`config.mk`:
```
export PLATFORM = sky130hd
export DESIGN_NAME = bwt_timer
export DESIGN_NICKNAME = d
export VERILOG_FILES = /design/src/inc/bwt_pkg.sv /design/src/bwt_prescaler.sv /design/src/bwt_timer.sv
export VERILOG_INCLUDE_DIRS = /design/src /design/src/inc
export SDC_FILE = /design/constraint.sdc
export NUM_CORES = 1
export LEC_CHECK = 0
export BUFFER_PORTS_ARGS = -buffer_cell sky130_fd_sc_hd__buf_2
export CORE_UTILIZATION = 60
export DETAILED_ROUTE_END_ITERATION = 10
export GPL_ROUTABILITY_DRIVEN = 0
export PLACE_DENSITY_LB_ADDON = 0.25
export SLEW_MARGIN = 0
export SYNTH_ARGS = -nofsm -noshare
export SYNTH_HDL_FRONTEND = slang
export SYNTH_SLANG_ARGS = --single-unit
export TNS_END_PERCENT = 20
```
`constraint.sdc`:
```
create_clock -name ref_clk -period 5.34 [get_ports ref_clk]
set_clock_uncertainty 0.15 [all_clocks]
set_input_delay 0 -clock ref_clk [delete_from_list [all_inputs] [get_ports ref_clk]]
set_output_delay 0 -clock ref_clk [all_outputs]
set_load 0.05 [all_outputs]
```
`src/inc/bwt_map.svh`:
```
// Register map, field positions, reset values and timing figures of the basic/watchdog timer.
// Assumes a plain register port with byte addresses as printed.
`ifndef BWT_MAP_SVH
`define BWT_MAP_SVH

// ==========================================================================
// Register offsets
`define BWT_ADDR_CONTROL 16'ha002
`define BWT_ADDR_COUNT 16'ha007
`define BWT_ADDR_IRQ_STATUS 16'ha010
`define BWT_ADDR_IRQ_MASK 16'ha014
`define BWT_ADDR_SYS_CONTROL 16'ha018
`define BWT_ADDR_STATUS 16'ha01c

// ==========================================================================
// Control fields
`define BWT_CTL_WDOG_CLR 0
`define BWT_CTL_BASIC_CLR 1
`define BWT_CTL_SEL_HI 3
`define BWT_CTL_SEL_LO 2
`define BWT_CTL_KEY_HI 15
`define BWT_CTL_KEY_LO 8
`define BWT_CTL_RESET 16'h0000
`define BWT_CTL_KEEP_MASK 16'hff0c
`define BWT_WDOG_KEY 8'ha5
`define BWT_SYS_GATE_BIT 6
`define BWT_SYS_RESET 8'h00

// ==========================================================================
// Interrupt status bits
`define BWT_IRQ_BASIC_OVF 0
`define BWT_IRQ_WDOG_OVF 1
`define BWT_IRQ_RESET 2'h0

// ==========================================================================
// Prescaler taps and counter figures
`define BWT_DIV_TAP_9 8
`define BWT_DIV_TAP_11 10
`define BWT_DIV_TAP_12 11
`define BWT_DIV_TAP_13 12
`define BWT_PRE_RESET 13'h0000
`define BWT_BASIC_MAX 8'hff
`define BWT_BASIC_RESET 8'h00
`define BWT_WDOG_MAX 3'h7
`define BWT_WDOG_RESET 3'h0
`define BWT_START_BIT 4
`define BWT_SYSRST_LEN 4'hf

`endif

```
`src/inc/bwt_pkg.sv`:
```
// Types shared by the basic/watchdog timer design.
// Assumes nothing beyond a SystemVerilog compiler.
package bwt_pkg;
    // Count clock selection, encoded as control bits [3:2]
    typedef enum logic [1:0] {
        BWT_DIV_8192 = 2'h0,
        BWT_DIV_4096 = 2'h1,
        BWT_DIV_2048 = 2'h2,
        BWT_DIV_512 = 2'h3
    } bwt_sel_t;

    // Start-delay sequencer state
    typedef enum logic [1:0] {
        BWT_ST_HOLD,
        BWT_ST_RUN,
        BWT_ST_RESET
    } bwt_state_t;
endpackage : bwt_pkg

```
`src/bwt_prescaler.sv`:
```
// Prescaler of the external clock producing one-cycle count ticks.
// Assumes ref_clk is the external clock input and reset is already synchronised.
`timescale 1ns/100ps
`include "bwt_map.svh"
module bwt_prescaler
    import bwt_pkg::*;
(
    input wire logic ref_clk, // External clock
    input wire logic rst_n, // Synchronised reset, active low
    input wire logic [1:0] sel, // Division select
    output logic tick // One-cycle count tick
);
    // ======================================================================
    // Free running divider
    logic [12:0] pre;
    logic [12:0] next_pre;
    logic next_tick;

    // Tap index for the selected division
    function automatic int unsigned tap_of(input logic [1:0] s);
        case (bwt_sel_t'(s))
            BWT_DIV_512: tap_of = `BWT_DIV_TAP_9;
            BWT_DIV_2048: tap_of = `BWT_DIV_TAP_11;
            BWT_DIV_4096: tap_of = `BWT_DIV_TAP_12;
            default: tap_of = `BWT_DIV_TAP_13;
        endcase
    endfunction : tap_of

    // Tick when all bits below and at the tap are one
    always_comb begin
        next_pre = pre + 13'h0001;
        next_tick = 1'b1;
        for (int i = 0; i <= `BWT_DIV_TAP_13; i++) begin
            if (i <= tap_of(sel) && !pre[i]) begin
                next_tick = 1'b0;
            end
        end
    end

    // Register divider and tick
    always_ff @(posedge ref_clk or negedge rst_n) begin
        if (!rst_n) begin
            pre <= `BWT_PRE_RESET;
            tick <= 1'b0;
        end else begin
            pre <= next_pre;
            tick <= next_tick;
        end
    end
endmodule : bwt_prescaler

```
`src/bwt_timer.sv`:
```
// Basic interval timer with 3-bit watchdog, start delay and interrupt logic.
// Assumes a register master that keeps strobes one cycle long and never both at once.
//
// Local design decision: the address-and-strobe port.
`timescale 1ns/100ps
`include "bwt_map.svh"

module bwt_timer
    import bwt_pkg::*;
(
    input wire logic ref_clk, // External clock, 250 MHz
    input wire logic rstn, // Asynchronous reset, active low
    input wire logic [15:0] addr, // Register byte address
    input wire logic [15:0] wdata, // Write data
    input wire logic wr, // Write strobe
    input wire logic rd, // Read strobe
    input wire logic stop_release, // Pulse when stop mode ends
    output logic [15:0] rdata, // Read data, cycle after rd
    output logic irq, // Level interrupt
    output logic cpu_start, // CPU may start
    output logic sys_reset // Watchdog system reset request
);
    // ======================================================================
    // Reset synchroniser
    logic rst_meta;
    logic rst_n;

    // Two-stage release of the reset
    always_ff @(posedge ref_clk or negedge rstn) begin
        if (!rstn) begin
            rst_meta <= 1'b0;
            rst_n <= 1'b0;
        end else begin
            rst_meta <= 1'b1;
            rst_n <= rst_meta;
        end
    end

    // ======================================================================
    // State
    logic [15:0] ctl;
    logic [7:0] sysctl;
    logic [7:0] basic;
    logic [2:0] wdog;
    logic [1:0] irq_stat;
    logic [1:0] irq_mask;
    bwt_state_t state;
    logic [3:0] rst_cnt;
    logic tick;

    logic [15:0] next_ctl;
    logic [7:0] next_sysctl;
    logic [7:0] next_basic;
    logic [2:0] next_wdog;
    logic [1:0] next_irq_stat;
    logic [1:0] next_irq_mask;
    bwt_state_t next_state;
    logic [3:0] next_rst_cnt;
    logic [15:0] next_rdata;
    logic next_irq;
    logic next_cpu_start;
    logic next_sys_reset;
    logic basic_ovf;
    logic wdog_ovf;
    logic wdog_run;
    logic wr_ctl;

    // Count clock from the prescaler
    bwt_prescaler u_pre (
        .ref_clk(ref_clk),
        .rst_n(rst_n),
        .sel(ctl[`BWT_CTL_SEL_HI:`BWT_CTL_SEL_LO]),
        .tick(tick)
    );

    // Address match helper
    function automatic logic hit(input logic [15:0] a, input logic [15:0] ref_a);
        hit = (a == ref_a);
    endfunction : hit

    // ======================================================================
    // Counters and control
    always_comb begin
        wr_ctl = wr && hit(addr, `BWT_ADDR_CONTROL);
        wdog_run = (ctl[`BWT_CTL_KEY_HI:`BWT_CTL_KEY_LO] != `BWT_WDOG_KEY);
        basic_ovf = tick && !sysctl[`BWT_SYS_GATE_BIT] && (basic == `BWT_BASIC_MAX);
        wdog_ovf = basic_ovf && wdog_run && (wdog == `BWT_WDOG_MAX);
        next_ctl = ctl;
        next_sysctl = sysctl;
        // Clear bits are never stored, so they read back as zero
        if (wr_ctl) begin
            next_ctl = wdata & `BWT_CTL_KEEP_MASK;
        end
        if (wr && hit(addr, `BWT_ADDR_SYS_CONTROL)) begin
            next_sysctl = wdata[7:0];
        end
        // Basic counter: gated, clear wins
        next_basic = basic;
        if (wr_ctl && wdata[`BWT_CTL_BASIC_CLR]) begin
            next_basic = `BWT_BASIC_RESET;
        end else if (tick && !sysctl[`BWT_SYS_GATE_BIT]) begin
            next_basic = basic + 8'h01;
        end
        // Watchdog counter: runs on basic overflow unless keyed off
        next_wdog = wdog;
        if (wr_ctl && wdata[`BWT_CTL_WDOG_CLR]) begin
            next_wdog = `BWT_WDOG_RESET;
        end else if (basic_ovf && wdog_run) begin
            next_wdog = wdog + 3'h1;
        end
    end

    // ======================================================================
    // Interrupt status and mask; set beats clear
    always_comb begin
        next_irq_mask = irq_mask;
        next_irq_stat = irq_stat;
        if (wr && hit(addr, `BWT_ADDR_IRQ_MASK)) begin
            next_irq_mask = wdata[1:0];
        end
        if (wr && hit(addr, `BWT_ADDR_IRQ_STATUS)) begin
            next_irq_stat = irq_stat & ~wdata[1:0];
        end
        if (basic_ovf) begin
            next_irq_stat[`BWT_IRQ_BASIC_OVF] = 1'b1;
        end
        if (wdog_ovf) begin
            next_irq_stat[`BWT_IRQ_WDOG_OVF] = 1'b1;
        end
        next_irq = |(next_irq_stat & next_irq_mask);
    end

    // ======================================================================
    // Start delay and system reset sequencer
    always_comb begin
        next_state = state;
        next_rst_cnt = rst_cnt;
        next_cpu_start = cpu_start;
        next_sys_reset = 1'b0;
        case (state)
            BWT_ST_HOLD: begin
                next_cpu_start = 1'b0;
                // A watchdog overflow still resets while the start delay runs
                if (wdog_ovf) begin
                    next_state = BWT_ST_RESET;
                    next_rst_cnt = `BWT_SYSRST_LEN;
                    next_sys_reset = 1'b1;
                end else if (basic[`BWT_START_BIT]) begin
                    next_state = BWT_ST_RUN;
                    next_cpu_start = 1'b1;
                end
            end
            BWT_ST_RUN: begin
                next_cpu_start = 1'b1;
                if (wdog_ovf) begin
                    next_state = BWT_ST_RESET;
                    next_rst_cnt = `BWT_SYSRST_LEN;
                    next_cpu_start = 1'b0;
                    next_sys_reset = 1'b1;
                end else if (stop_release) begin
                    next_state = BWT_ST_HOLD;
                    next_cpu_start = 1'b0;
                end
            end
            default: begin
                next_cpu_start = 1'b0;
                next_sys_reset = 1'b1;
                next_rst_cnt = rst_cnt - 4'h1;
                if (rst_cnt == 4'h0) begin
                    next_state = BWT_ST_HOLD;
                    next_sys_reset = 1'b0;
                end
            end
        endcase
    end

    // ======================================================================
    // Read mux
    always_comb begin
        next_rdata = 16'h0000;
        if (!rd) begin
            next_rdata = 16'h0000;
        end else if (hit(addr, `BWT_ADDR_CONTROL)) begin
            next_rdata = ctl;
        end else if (hit(addr, `BWT_ADDR_COUNT)) begin
            next_rdata = {8'h00, basic};
        end else if (hit(addr, `BWT_ADDR_IRQ_STATUS)) begin
            next_rdata = {14'h0000, irq_stat};
        end else if (hit(addr, `BWT_ADDR_IRQ_MASK)) begin
            next_rdata = {14'h0000, irq_mask};
        end else if (hit(addr, `BWT_ADDR_SYS_CONTROL)) begin
            next_rdata = {8'h00, sysctl};
        end else if (hit(addr, `BWT_ADDR_STATUS)) begin
            next_rdata = {11'h000, wdog, state == BWT_ST_RUN, wdog_run};
        end
    end

    // ======================================================================
    // Register all state
    always_ff @(posedge ref_clk or negedge rst_n) begin
        if (!rst_n) begin
            ctl <= `BWT_CTL_RESET;
            sysctl <= `BWT_SYS_RESET;
            basic <= `BWT_BASIC_RESET;
            wdog <= `BWT_WDOG_RESET;
            irq_stat <= `BWT_IRQ_RESET;
            irq_mask <= `BWT_IRQ_RESET;
            state <= BWT_ST_HOLD;
            rst_cnt <= 4'h0;
            rdata <= 16'h0000;
            irq <= 1'b0;
            cpu_start <= 1'b0;
            sys_reset <= 1'b0;
        end else begin
            ctl <= next_ctl;
            sysctl <= next_sysctl;
            basic <= next_basic;
            wdog <= next_wdog;
            irq_stat <= next_irq_stat;
            irq_mask <= next_irq_mask;
            state <= next_state;
            rst_cnt <= next_rst_cnt;
            rdata <= next_rdata;
            irq <= next_irq;
            cpu_start <= next_cpu_start;
            sys_reset <= next_sys_reset;
        end
    end
endmodule : bwt_timer

```
# --- Yosys cells after proc, flatten, opt, wreduce, memory -nomap -nowiden ---
# Cells that the tools add are included.
op_classes:
  n_lt_le_gt_ge: 13
  muxes: 45
  n_bitwise: 3
  reduce_logical: 45
  n_eq_ne: 16
  n_addsub: 4
ops:
  columns: ["cell", "count"]
  rows:
  - ["$eq A16 B16 Y1 const B", 6]
  - ["$mux W8", 6]
  - ["$mux W16", 2]
  - ["$logic_and A1 B1 Y1", 23]
  - ["$mux W1", 22]
  - ["$le A4 B4 Y1 const A", 5]
  - ["$le A3 B4 Y1 const A", 4]
  - ["$logic_not A1 Y1", 14]
  - ["$mux W2", 7]
  - ["$add A13 B1 Y13 const B", 1]
  - ["$pmux W3 S3", 1]
  - ["$add A8 B1 Y8 const B", 1]
  - ["$eq A8 B8 Y1 const B", 1]
  - ["$le A1 B4 Y1 const A", 2]
  - ["$le A2 B4 Y1 const A", 2]
  - ["$mux W4", 2]
  - ["$ne A8 B8 Y1 const B", 1]
  - ["$mux W3", 2]
  - ["$ne A3 B3 Y1 const B", 2]
  - ["$mux W5", 1]
  - ["$and A2 B2 Y2", 2]
  - ["$eq A2 B1 Y1 const B", 2]
  - ["$eq A2 B2 Y1 const B", 2]
  - ["$logic_not A4 Y1", 1]
  - ["other kinds (12)", 14]
totals:
  output_inout_bits: 19
  regBits: 74
  word_cells: 142
  in_bits: 37

# --- Longest topological paths before layout ---
# Gate-level depths: netlist of run 1.
logic_depth:
  word_depth: 17
  mapped_depth: 6
  ltp_nobuf: 6

# --- Modules after synthesis ---
# A second synthesis of run 1 with hierarchy kept.
hier_totals:
  hier_cells: 262
  hier_area_um2: 3298.2
by_module_without_submodules:
  columns: ["mod", "seq_area_each_um2", "instances", "area_each_um2", "cells_each"]
  rows:
  - ["bwt_timer", 1501.4, 1, 2676.3, 211]
  - ["bwt_prescaler", 350.3, 1, 621.8, 51]

# --- Least setup slack after synthesis of run 1 ---
# No wires, ideal clock.
synth_path:
  kind: "register to register"
  startpoint: "register ctl[8]"
  endpoint: "register state[0]"
  setup_ps: 120
  path_stages_with_launch: 6
  arrival_ps: 1533
  n_path_buf: 0
  setup_slack_ps: 3537
  t_required_ps: 5070
  synth_period_minus_slack_ps: 1803
  path_cell_list: "dfrtp_1 -> and4bb_2 -> a2111oi_4 -> a21o_4 -> nor2_2 -> a31o_1"
synth_between:
  elab_chain_cells: 5
  word_cells_on_any_way: 9
  cone_classes: "eq/ne: 3; mux: 3; reduce/logical: 3"
synth_lines:
  columns: ["item", "line", "text"]
  rows:
  - ["start: declaration", "bwt_timer.sv:41", "logic [15:0] ctl;"]
  - ["start signal: assignment", "bwt_timer.sv:202", "ctl <= `BWT_CTL_RESET;"]
  - ["start signal: assignment", "bwt_timer.sv:215", "ctl <= next_ctl;"]
  - ["$ne A8 B8 Y1 (no line) *", null, null]
  - ["$logic_and A1 B1 Y1 * (2 in a row)", "bwt_timer.sv:87", "wdog_ovf = basic_ovf && wdog_run && (wdog == `BWT_WDOG_MAX);"]
  - ["$ne A3 B3 Y1 (no line), or another cell as far along", null, null]
  - ["$reduce_and A3 Y1 (no line) or $pmux W2 S2 (tied branches)", null, null]
  - ["end signal: assignment", "bwt_timer.sv:221", "state <= next_state;"]
  - ["end: declaration", "bwt_timer.sv:47", "bwt_state_t state;"]
# Mark *: on every way between the ends. The rest lies on a longest branch, timed or not.
# A chain may end at the register's enable or synchronous reset.

# --- Worst setup path after layout of run 1 ---
layout_path:
  startpoint: "input wr"
  endpoint: "register basic[2]"
layout_between:
  elab_chain_cells: 3
  word_cells_on_any_way: 4
  cone_classes: "mux: 1; reduce/logical: 3"
layout_lines:
  columns: ["item", "line", "text"]
  rows:
  - ["start: declaration", "bwt_timer.sv:15", "input wire logic wr,"]
  - ["$logic_and A1 B1 Y1 *", "bwt_timer.sv:84", "wr_ctl = wr && hit(addr, `BWT_ADDR_CONTROL);"]
  - ["$logic_and A1 B1 Y1 *", "bwt_timer.sv:99", "if (wr_ctl && wdata[`BWT_CTL_BASIC_CLR]) begin"]
  - ["$mux W8 or $reduce_bool A2 Y1 (tied branches)", null, null]
  - ["end signal: assignment", "bwt_timer.sv:204", "basic <= `BWT_BASIC_RESET;"]
  - ["end signal: assignment", "bwt_timer.sv:217", "basic <= next_basic;"]
  - ["end: declaration", "bwt_timer.sv:43", "logic [7:0] basic;"]
# Marks and branches as above.

==> key figures, run 1 <==
Synth
  – Top FF cell, synth: dfrtp_1
  – Synth async-reset ratio: 1.00
  – Post-synth top cells: dfrtp_1 (74), nor2_1 (27), nand2_1 (17), a21oi_1 (12), mux2_1 (12)
  – Avg Cell Area, Syn: 12.1 µm²
  – Yosys cell types: 56
  – Yosys warns: 0
  – Post-Syn Area: 0.00337 mm²
  – Post-Synthesis Cells: 278
  – Synth area leader: dfrtp_1
  – Synth area leaders: dfrtp_1 (55%), mux2_1 (4.0%), mux2_2 (3.3%), nor2_1 (3.0%), xnor2_1 (2.6%)
  – Top-count cell post-synth: dfrtp_1
  – Number of synthesized flops with an enable pin: 0
  – Seq/Total Area, Yosys: 0.550
  – Share of the synthesized area in the top cell type: 0.550
  – Mapped Nets: 321
  – Count of state elements after synthesis: 74

Global routing
  – Largest net degree at the start of global routing: 73
  – Met1 GRT Util: 0.310
  – Global route total overflow: 0
  – First-pass GRT wire length: 11.8 mm
  – Initial antenna violation count: 0
  – GR Layer Usage met3: 0.0619
  – Vias in the first global route: 2538
  – Met2 Use GR: 0.460
  – Busiest grt layer: met2
  – GR Util All Layers: 0.262

Timing
  – Setup slack after layout: 3.19 ns
  – Unrepaired setup endpoints after global routing: false
  – TNS Setup: 0 ns
  – Actual slew at the worst max-slew pin: 0.889 ns
  – Hold Worst Slack: 0.00968 ns
  – Worst slew margin: 0.403
  – Final hold vios: 0
  – Fmax: 0.465 GHz
  – # setup viols final: 0
  – Final period util: 0.402
  – Final Max Tran Viols: 0
  – Min cycle time layout: 2.15 ns

Setup path
  – Worst Path Required: 5.41 ns
  – Largest fanout on the critical path: 14
  – Worst setup SP type: input port
  – WP data arrival: 2.22 ns
  – CP Class: input port to flop
  – CP Capture Type: flop

Clock tree
  – Clock sink count: 74
  – Clock-pin slew on the worst setup and hold paths: 0.08 ns
  – Post-cts hold buffer count: 30
  – Setup bufs post-CTS: 0
  – CTS H-tree lvls: 3
  – Root Driver: clkbuf_8
  – CTS Buffer Depth: 2
  – Post-CTS resize count: 0
  – CTS buffer count: 9
  – Clk Latency, worst-skew pair: 0.35 ns
  – Clock tree from TritonCTS: built

Power and ir drop
  – Peak VDD IR: 0.224 mV
  – Clk pwr share: 0.438
  – Switching power share of the total: 0.219
  – P_sw: 0.000242 W
  – Comb pwr share: 0.054
  – Cell-internal power: 0.000864 W
  – Sequential power share: 0.509
  – Power per cell area: 261 mW/mm²
  – Pleak: 2.06 nW

Floorplanning
  – DIE AREA: 0.00592 mm²
  – Core area: 0.00527 mm²
  – Die X: 76.9 µm
  – Rows: 26
  – IO Count: 56
  – Die Y: 76.9 µm
  – Initial Utilization: 0.639

Min path
  – Hold WC Path Type: input port to flop

Detailed routing
  – Post-route DRC: 0
  – Post-route ant nets: 0
  – Drt wl/cell: 16.0 µm
  – Vias: 2490
  – Initial detailed-routing violation count: 158
  – Drt first pass iters: 5
  – WL final: 7.12 mm
  – Via density: 5.61

Layout
  – # diodes: 0
  – Multi-input gate area: 0.00145 mm²
  – Final core utilization: 0.803
  – Layout Cells excl Fill: 444
  – Register area: 0.00185 mm²
  – Share of layout cells above drive strength 1: 0.278
  – Filler cells: 332
  – Area growth, synth to finish: 25.7%
  – Nets: 412

Job
  – Max-cap violations: 0

Placed design
  – Input/output buffers: 55
  – Placement Setup Slack: 3.11 ns
  – Post-Place Cells: 398
  – Detailed Place HPWL: 4.62 mm

Outcome
  – Status: finished, final reports clean
-- worst paths after layout --
| check | start | end | slack [ns] | cells past startpoint |
|---|---|---|---|---|
| max reg2reg | basic[0] | state[0] | 3.21 | 6 |
| max in group asynchronous | rst_n | basic[1] | 4.15 | 1 |
| max | wr | basic[2] | 3.19 | 7 |
| min | addr[0] | wdog[0] | 0.01 | 3 |
| min in group asynchronous | rst_n | rst_cnt[1] | 0.32 | 1 |
| min reg2reg | rst_meta | rst_n | 0.20 | 0 |
-- cells by family (layout without fill, tap and decap cells) --
group | after synthesis | in the layout | share of synthesized area
simple gates | 105 | 105 | 0.197
flops | 74 | 74 | 0.550
other cells | 1 | 1 | 0.00111
buf+inv | 14 | 110 | 0.0193
mux | 26 | 26 | 0.0855
xor+xnor | 20 | 20 | 0.0520
fa+ha+maj | 6 | 6 | 0.0223
compound gates | 32 | 32 | 0.0725
-- power groups by stage --
stage / registers (W) / logic (W) / clock network [W]
6_report: 0.000563 / 0.0000592 / 0.000484
5_1_grt: 0.000563 / 0.0000651 / 0.000515
4_1_cts: 0.000563 / 0.0000593 / 0.000489
3_5_place_dp: 0.000574 / 0.0000463 / 0
3_3_place_gp: 0.000574 / 0.0000453 / 0
2_1_floorplan: 0.000583 / 0.0000123 / 0
-- layout by cell type, fill, tap and decap left out, drive strengths merged, types with 5 or more instances in the layout --
cell / n
nand4: 9
xnor2: 10
nand3: 5
and3: 10
inv: 8
dlygate4sd3: 30
nand2: 20
mux2: 22
nor2: 29
nor3: 9
ha: 6
a21oi: 13
nor2b: 5
xor2: 10
dfrtp: 74
clkbuf: 10
buf: 56
-- flip-flops by register name, summed over array words and instances, names as in the netlist, 2 cells and up --
| signal | flops |
|---|---|
| ctl | 10 |
| state | 2 |
| irq_stat | 2 |
| sysctl | 8 |
| rst_cnt | 4 |
| irq_mask | 2 |
| rdata | 16 |
| basic | 8 |
| wdog | 3 |
| u_pre.pre | 13 |
-- cell type report --
cell class / instances / area share
repair buffers: 86 / 0.138
well taps: 70 / 0.0207
inverters: 8 / 0.00710
multi-input cells: 190 / 0.343
flip-flops and latches: 74 / 0.438
clock buffers: 10 / 0.0325
clock inverters: 6 / 0.0213
-- stage by stage --
stage               power [W]  area, µm²
global route          0.00114       4230
global placement     0.000619       3700
detailed placement   0.000620       3700
finish                0.00111       4230
floorplan            0.000596       3370
CTS                   0.00111       4230
-- worst max-delay path: stages --
cell	delay, ns
dlygate4sd3_1	0.52
buf_2	0.14
nor2b_1	0.22
nand2_2	0.09
nor4_4	0.76
and2_1	0.40
nor2_1	0.09
-- metal layers --
metal,share of wire,up-vias
li1,-,1172
met1,0.41,1232
met2,0.52,73
met3,0.049,13
met4,0.020,0
met5,0,-
(Power assumes the default switching activity.)
==> run 2: changes to the inputs <==
Settings changed: CORE_UTILIZATION 60 to 56.
Clock period 5.34 ns to 2 ns, I/O delays scaled along.
==> key figures, run 2 (synthesis gave the netlist of run 1 again) <==
Timing
  – Fmax: 0.512 GHz
  – Unrepaired setup endpoints after global routing: true (was false)
  – # setup viols final: 0 (unchanged)
  – Min cycle time layout: 1.95 ns
  – Hold Worst Slack: -0.0175 ns (was 0.00968 ns)
  – Final period util: 0.977
  – Final hold vios: 1 (was 0)
  – Final Max Tran Viols: 0 (unchanged)

Clock tree
  – Clk Latency, worst-skew pair: 0.33 ns (was 0.35 ns)
  – Clock tree from TritonCTS: built (unchanged)
  – Clock sink count: 74 (unchanged)
  – CTS buffer count: 9 (unchanged)
  – CTS H-tree lvls: 3 (unchanged)
  – Clock-pin slew on the worst setup and hold paths: 0.07 ns (was 0.08 ns)
  – CTS Buffer Depth: 2 (unchanged)
  – Root Driver: clkbuf_8 (unchanged)

Setup path
  – Largest fanout on the critical path: 8 (was 14)
  – WP buf/inv: 3 (was 2)
  – Worst Path Required: 2.06 ns (was 5.41 ns)
  – Crit path max-delay family: buffers and inverters (was simple AND/OR/NAND/NOR gates)
  – Max stage delay on crit path: 0.56 ns (was 0.76 ns)
  – Crit path cell chain: dlygate4sd3_1, buf_2, nand3_2, nor2_4, nand2_4, mux2_1, dlygate4sd3_1 (was dlygate4sd3_1, buf_2, nor2b_1, nand2_2, nor4_4, and2_1, nor2_1)
  – RR Endpoint: wdog[1] (was state[0])
  – CP Capture Type: flop (unchanged)
  – WP data arrival: 2.02 ns (was 2.22 ns)
  – Crit-path slowest cell: dlygate4sd3_1 (was nor4_4)
  – R2R setup slack: 0.09 ns (was 3.21 ns)
  – FF-to-FF path depth: 6 (unchanged)
  – Cell repeated most along the worst path: dlygate4sd3_1
  – Worst setup SP type: input port (unchanged)
  – CP Class: input port to flop (unchanged)
  – FF-to-FF Start: basic[0] (unchanged)

Placed design
  – Detailed Place HPWL: 4.68 mm (was 4.62 mm)
  – Placed cell area: 0.00376 mm² (was 0.00370 mm²)
  – Input/output buffers: 55 (unchanged)
  – Post-Place Cells: 406 (was 398)

Layout
  – Area growth, synth to finish: 26.5% (was 25.7%)
  – Nets: 417 (was 412)
  – Most frequent cells in the layout: dfrtp_1 (73), buf_2 (55), dlygate4sd3_1 (28) (was dfrtp_1 (73), buf_2 (55), dlygate4sd3_1 (30))
  – Largest register FFs: 16 (unchanged)
  – Register name with the most flops: rdata (unchanged)
  – Commonest non-fill, non-tap cell in the layout: dfrtp_1 (unchanged)
  – # diodes: 0 (unchanged)
  – Largest regs: rdata: 16 flops, u_pre.pre: 13 flops, ctl: 10 flops (unchanged)
  – Final instance area: 0.00426 mm² (was 0.00423 mm²)
  – Layout Cells excl Fill: 451 (was 444)
  – Share of layout cells above drive strength 1: 0.288 (was 0.278)

Detailed routing
  – Drt wl/cell: 15.5 µm (was 16.0 µm)
  – Post-route ant nets: 0 (unchanged)
  – Met3 Wirelength: 324 µm (was 347 µm)
  – Vias: 2460 (was 2490)
  – Drt first pass iters: 4 (was 5)
  – Via density: 5.45 (was 5.61)
  – WL final: 7.00 mm (was 7.12 mm)
  – Initial detailed-routing violation count: 127 (was 158)
  – Post-route DRC: 0 (unchanged)
  – Uppermost layer routed: met4 (unchanged)
  – DRT met1 WL: 2.93 mm (was 2.90 mm)
  – Met2 wire length: 3.57 mm (was 3.73 mm)

Min path
  – Hold WC Path Type: input port to flop (unchanged)
  – WHS Path Cells: 5 (was 3)
  – WHS Endpoint: irq_stat[1] (was wdog[0])
  – Min-delay src: addr[1] (was addr[0])

Outcome
  – Failing checks: hold timing
  – Status: finished with violations (was finished, final reports clean)

Floorplanning
  – Initial Utilization: 0.597 (was 0.639)
  – Die Y: 79.5 µm (was 76.9 µm)
  – IO Count: 56 (unchanged)
  – Rows: 27 (was 26)
  – Core area: 0.00564 mm² (was 0.00527 mm²)
  – Die X: 79.5 µm (was 76.9 µm)
  – DIE AREA: 0.00633 mm² (was 0.00592 mm²)

Global routing
  – Global route total overflow: 0 (unchanged)
  – Initial antenna violation count: 0 (unchanged)
  – Largest net degree at the start of global routing: 73 (unchanged)
  – GR Util All Layers: 0.238 (was 0.262)
  – First-pass GRT wire length: 11.3 mm (was 11.8 mm)
  – Vias in the first global route: 2446 (was 2538)

Power and ir drop
  – Peak VDD IR: 0.557 mV (was 0.224 mV)
  – Power per cell area: 659 mW/mm² (was 261 mW/mm²)
  – Pleak: 2.08 nW (was 2.06 nW)

Job
  – Max-cap violations: 0 (unchanged)
==> run 2: cell types whose count changed in the layout (fill, tap and decap cells not counted), sizes merged <==
cell and change:
dlygate4sd3 -2, buf +7, clkinvlp -3, clkbuf +4, bufinv -1
==> run 2: cell type report <==
cell class                      count  area [µm²]
Clock inverter                      2        37.5
Timing Repair Buffer               91         628
Tap cell                           72        90.1
Clock buffer                       14         153
Inverter                            8        30.0
Fill cell                         357        1380
Sequential cell                    74        1850
Multi-Input combinational cell    190        1470
==> run 2: worst max-delay path by stage <==
stage                   from   endpoint  slack (ns)  cells past startpoint
CTS                  addr[9]  sysctl[5]        0.04                      8
global placement    basic[0]    wdog[1]        0.17                      6
global route        basic[0]    wdog[1]       -0.05                      6
finish               addr[3]  sysctl[4]        0.05                      7
floorplan             ctl[8]   state[0]        0.20                      5
detailed placement  basic[0]    wdog[1]        0.14                      6
==> run 2: where the power goes <==
part | total, W | leakage, nW | internal (W) | switching, W
logic | 0.000167 | 1.04 | 0.0000779 | 0.0000889
clock network | 0.00114 | 0.0909 | 0.000614 | 0.000521
registers | 0.00150 | 0.945 | 0.00150 | 0.00000294
==> run 2: through the flow <==
| step | setup TNS [ns] | setup WS (ns) | util | power (W) |
|---|---|---|---|---|
| after global placement | 0 | 0.166 | 0.667 | 0.00166 |
| after CTS | 0 | 0.0391 | 0.749 | 0.00282 |
| after detailed placement | 0 | 0.138 | 0.667 | 0.00166 |
| after floorplan | 0 | 0.197 | - | 0.00159 |
| final | 0 | 0.0462 | 0.755 | 0.00281 |
| after global routing | -0.129 | -0.0453 | 0.755 | 0.00289 |
==> run 2: what timing repair did <==
action,in CTS,in global routing
hold buffers,27,1
resized for setup,0,3
buffers inserted,0,1
endpoints found under the hold margin,41,1
endpoints found under the setup margin,0,8
==> run 2: worst register-to-register path: cells and delay by family (launching register included) <==
kind	cells	cell delay [ns]
adder cells (fa/ha/maj)	1	0.22
AO/OA/AOI/OAI	2	0.38
flip-flops	1	0.41
multiplexers	1	0.19
AND/OR/NAND/NOR	1	0.24
buffers and inverters	1	0.20
==> run 2: per-layer routing <==
metal / track usage / vias up
met1: 0.302 / 1196
met2: 0.391 / 70
met5: 0 / -
met4: 0.118 / 0
met3: 0.0400 / 16
li1: - / 1178
==> run 3: changes to the inputs <==
Settings changed: BUFFER_PORTS_ARGS -buffer_cell sky130_fd_sc_hd__buf_2 to not set, CORE_UTILIZATION 56 to 65, DONT_BUFFER_PORTS set to 1.
Clock period 2 ns to 2.3 ns, I/O delays scaled along.
==> key figures, run 3 (synthesis gave the netlist of run 1 again) <==
Floorplanning
  – Initial Utilization: 0.694 (was 0.597)
  – Die Y: 74.0 µm (was 79.5 µm)
  – Core area: 0.00485 mm² (was 0.00564 mm²)
  – IO Count: 56 (unchanged)
  – Die X: 74.0 µm (was 79.5 µm)
  – DIE AREA: 0.00547 mm² (was 0.00633 mm²)
  – Rows: 25 (was 27)

Timing
  – Final period util: 1.07
  – Final Max Tran Viols: 0 (unchanged)
  – Final hold vios: 0 (was 1)
  – Unrepaired setup endpoints after global routing: true (unchanged)
  – # setup viols final: 7 (was 0)
  – Actual slew at the worst max-slew pin: 0.668 ns
  – Min cycle time layout: 2.45 ns
  – Fmax: 0.408 GHz
  – Worst slew margin: 0.551
  – Setup slack after layout: -0.151 ns (was 0.0462 ns)
  – TNS Setup: -0.559 ns (was 0 ns)

Outcome
  – Failing checks: setup timing (was hold timing)
  – Status: finished with violations (unchanged)

Clock tree
  – Clock tree from TritonCTS: built (unchanged)
  – Clk Latency, worst-skew pair: 0.36 ns (was 0.33 ns)
  – Clock sink count: 74 (unchanged)
  – Root Driver: clkbuf_8 (unchanged)
  – CTS buffer count: 9 (unchanged)
  – Clock-pin slew on the worst setup and hold paths: 0.09 ns (was 0.07 ns)
  – CTS H-tree lvls: 3 (unchanged)
  – CTS Buffer Depth: 2 (unchanged)

Layout
  – Commonest non-fill, non-tap cell in the layout: dfrtp_1 (unchanged)
  – Largest regs: rdata: 16 flops, u_pre.pre: 13 flops, ctl: 10 flops (unchanged)
  – Layout Cells excl Fill: 411 (was 451)
  – Area growth, synth to finish: 25.4% (was 26.5%)
  – Register name with the most flops: rdata (unchanged)
  – Nets: 382 (was 417)
  – Most frequent cells in the layout: dfrtp_1 (73), dlygate4sd3_1 (43), nor2_1 (27) (was dfrtp_1 (73), buf_2 (55), dlygate4sd3_1 (28))
  – Share of layout cells above drive strength 1: 0.166 (was 0.288)
  – Final instance area: 0.00422 mm² (was 0.00426 mm²)
  – # diodes: 0 (unchanged)
  – Largest register FFs: 16 (unchanged)
  – Filler cells: 206 (was 357)

Setup path
  – WP data arrival: 2.54 ns (was 2.02 ns)
  – CP Capture Type: flop (unchanged)
  – Max stage delay on crit path: 0.69 ns (was 0.56 ns)
  – Worst Path Required: 2.39 ns (was 2.06 ns)
  – RR Endpoint: irq (was wdog[1])
  – FF-to-FF path depth: 5 (was 6)
  – Largest fanout on the critical path: 6 (was 8)
  – WP buf/inv: 2 (was 3)
  – R2R setup slack: 0.19 ns (was 0.09 ns)
  – FF-to-FF Start: basic[4] (was basic[0])
  – Crit path cell chain: dlygate4sd3_1, nor4b_4, dlygate4sd3_1, nand2_1, o21ai_0, nand2_1, a22o_1 (was dlygate4sd3_1, buf_2, nand3_2, nor2_4, nand2_4, mux2_1, dlygate4sd3_1)
  – CP Class: input port to flop (unchanged)
  – Crit-path slowest cell: dlygate4sd3_1 (unchanged)
  – Crit path max-delay family: buffers and inverters (unchanged)
  – Worst setup SP type: input port (unchanged)

Power and ir drop
  – Clk pwr share: 0.449 (was 0.405)
  – Switching power share of the total: 0.225 (was 0.219)
  – Cell-internal power: 0.00204 W (was 0.00219 W)
  – Power per cell area: 623 mW/mm² (was 659 mW/mm²)
  – Pleak: 2.02 nW (was 2.08 nW)
  – P_sw: 0.000593 W (was 0.000613 W)
  – Sequential power share: 0.501 (was 0.536)
  – Peak VDD IR: 0.497 mV (was 0.557 mV)
  – Comb pwr share: 0.049 (was 0.059)

Detailed routing
  – Initial detailed-routing violation count: 274 (was 127)
  – Drt first pass iters: 8 (was 4)
  – Post-route DRC: 0 (unchanged)
  – Drt wl/cell: 24.4 µm (was 15.5 µm)
  – Post-route ant nets: 0 (unchanged)
  – Via density: 6.53 (was 5.45)
  – Vias: 2685 (was 2460)
  – WL final: 10.0 mm (was 7.00 mm)

Global routing
  – Largest net degree at the start of global routing: 52 (was 73)
  – Initial antenna violation count: 0 (unchanged)
  – GR Util All Layers: 0.345 (was 0.238)
  – Vias in the first global route: 2649 (was 2446)
  – Global route total overflow: 0 (unchanged)
  – First-pass GRT wire length: 13.3 mm (was 11.3 mm)

Min path
  – Min-delay src: addr[11] (was addr[1])
  – Hold WC Path Type: input port to flop (unchanged)
  – WHS Endpoint: sysctl[0] (was irq_stat[1])
  – WHS Path Cells: 5 (unchanged)

Placed design
  – Placed cell area: 0.00346 mm² (was 0.00376 mm²)
  – Input/output buffers: 0 (was 55)
  – Detailed Place HPWL: 4.57 mm (was 4.68 mm)
  – Post-Place Cells: 343 (was 406)

Job
  – Max-cap violations: 0 (unchanged)
[run 3: power groups by stage]
stage	Sequential, W	Combinational (W)	Clock, W
detailed placement	0.00134	0.0000496	0
floorplan	0.00135	0.0000287	0
global placement	0.00134	0.0000486	0
global route	0.00132	0.000137	0.00124
finish	0.00132	0.000129	0.00118
CTS	0.00132	0.000111	0.00115
[run 3: area by class of cell]
type / count / area, µm² / area share
multi-input combinational: 190 / 1470 / 0.348
timing repair buffer: 56 / 559 / 0.132
tap: 67 / 83.8 / 0.0199
inverter: 8 / 30.0 / 0.00711
sequential: 74 / 1850 / 0.439
clock buffer: 12 / 155 / 0.0367
clock inverter: 4 / 73.8 / 0.0175
[run 3: how the worst max path moves through the flow]
stage,start,end,slack (ns),cells after the start
2_1_floorplan,ctl[8],state[0],0.50,5
3_3_place_gp,basic[4],state[0],0.48,5
3_5_place_dp,basic[4],wdog[1],0.42,5
4_1_cts,addr[10],irq,0.002,7
5_1_grt,addr[0],irq,-0.21,7
6_report,addr[0],irq,-0.15,7
[run 3: metal layers]
metal | share of wire | track usage | wire length, µm | vias up
met5 | 0 | 0 | 0 | -
met4 | 0.077 | 0.244 | 770 | 0
met3 | 0.094 | 0.100 | 943 | 82
met2 | 0.49 | 0.568 | 4890 | 210
met1 | 0.34 | 0.386 | 3450 | 1283
li1 | - | - | - | 1110
[run 3: through the flow]
step	power (W)	hold WS, ns	util	setup slack (ns)
global route	0.00270	0.0536	0.871	-0.206
finish	0.00263	0.0510	0.871	-0.151
floorplan	0.00138	-0.446	-	0.497
detailed placement	0.00139	-0.446	0.714	0.417
global placement	0.00139	-0.446	0.714	0.476
CTS	0.00258	0.00610	0.852	0.00204
[run 3: worst min-delay path: cells and delay by family]
| kind | cells | cell delay, ns |
|---|---|---|
| AND/OR/NAND/NOR | 4 | 0.35 |
| multiplexers | 1 | 0.17 |
[run 3: timing repair]
item / CTS / global route
setup endpoints to repair: 0 / 11
endpoints found under the hold margin: 54 / 1
hold buffers: 44 / 2
gates resized for setup: 0 / 6
buffers inserted: 0 / 6
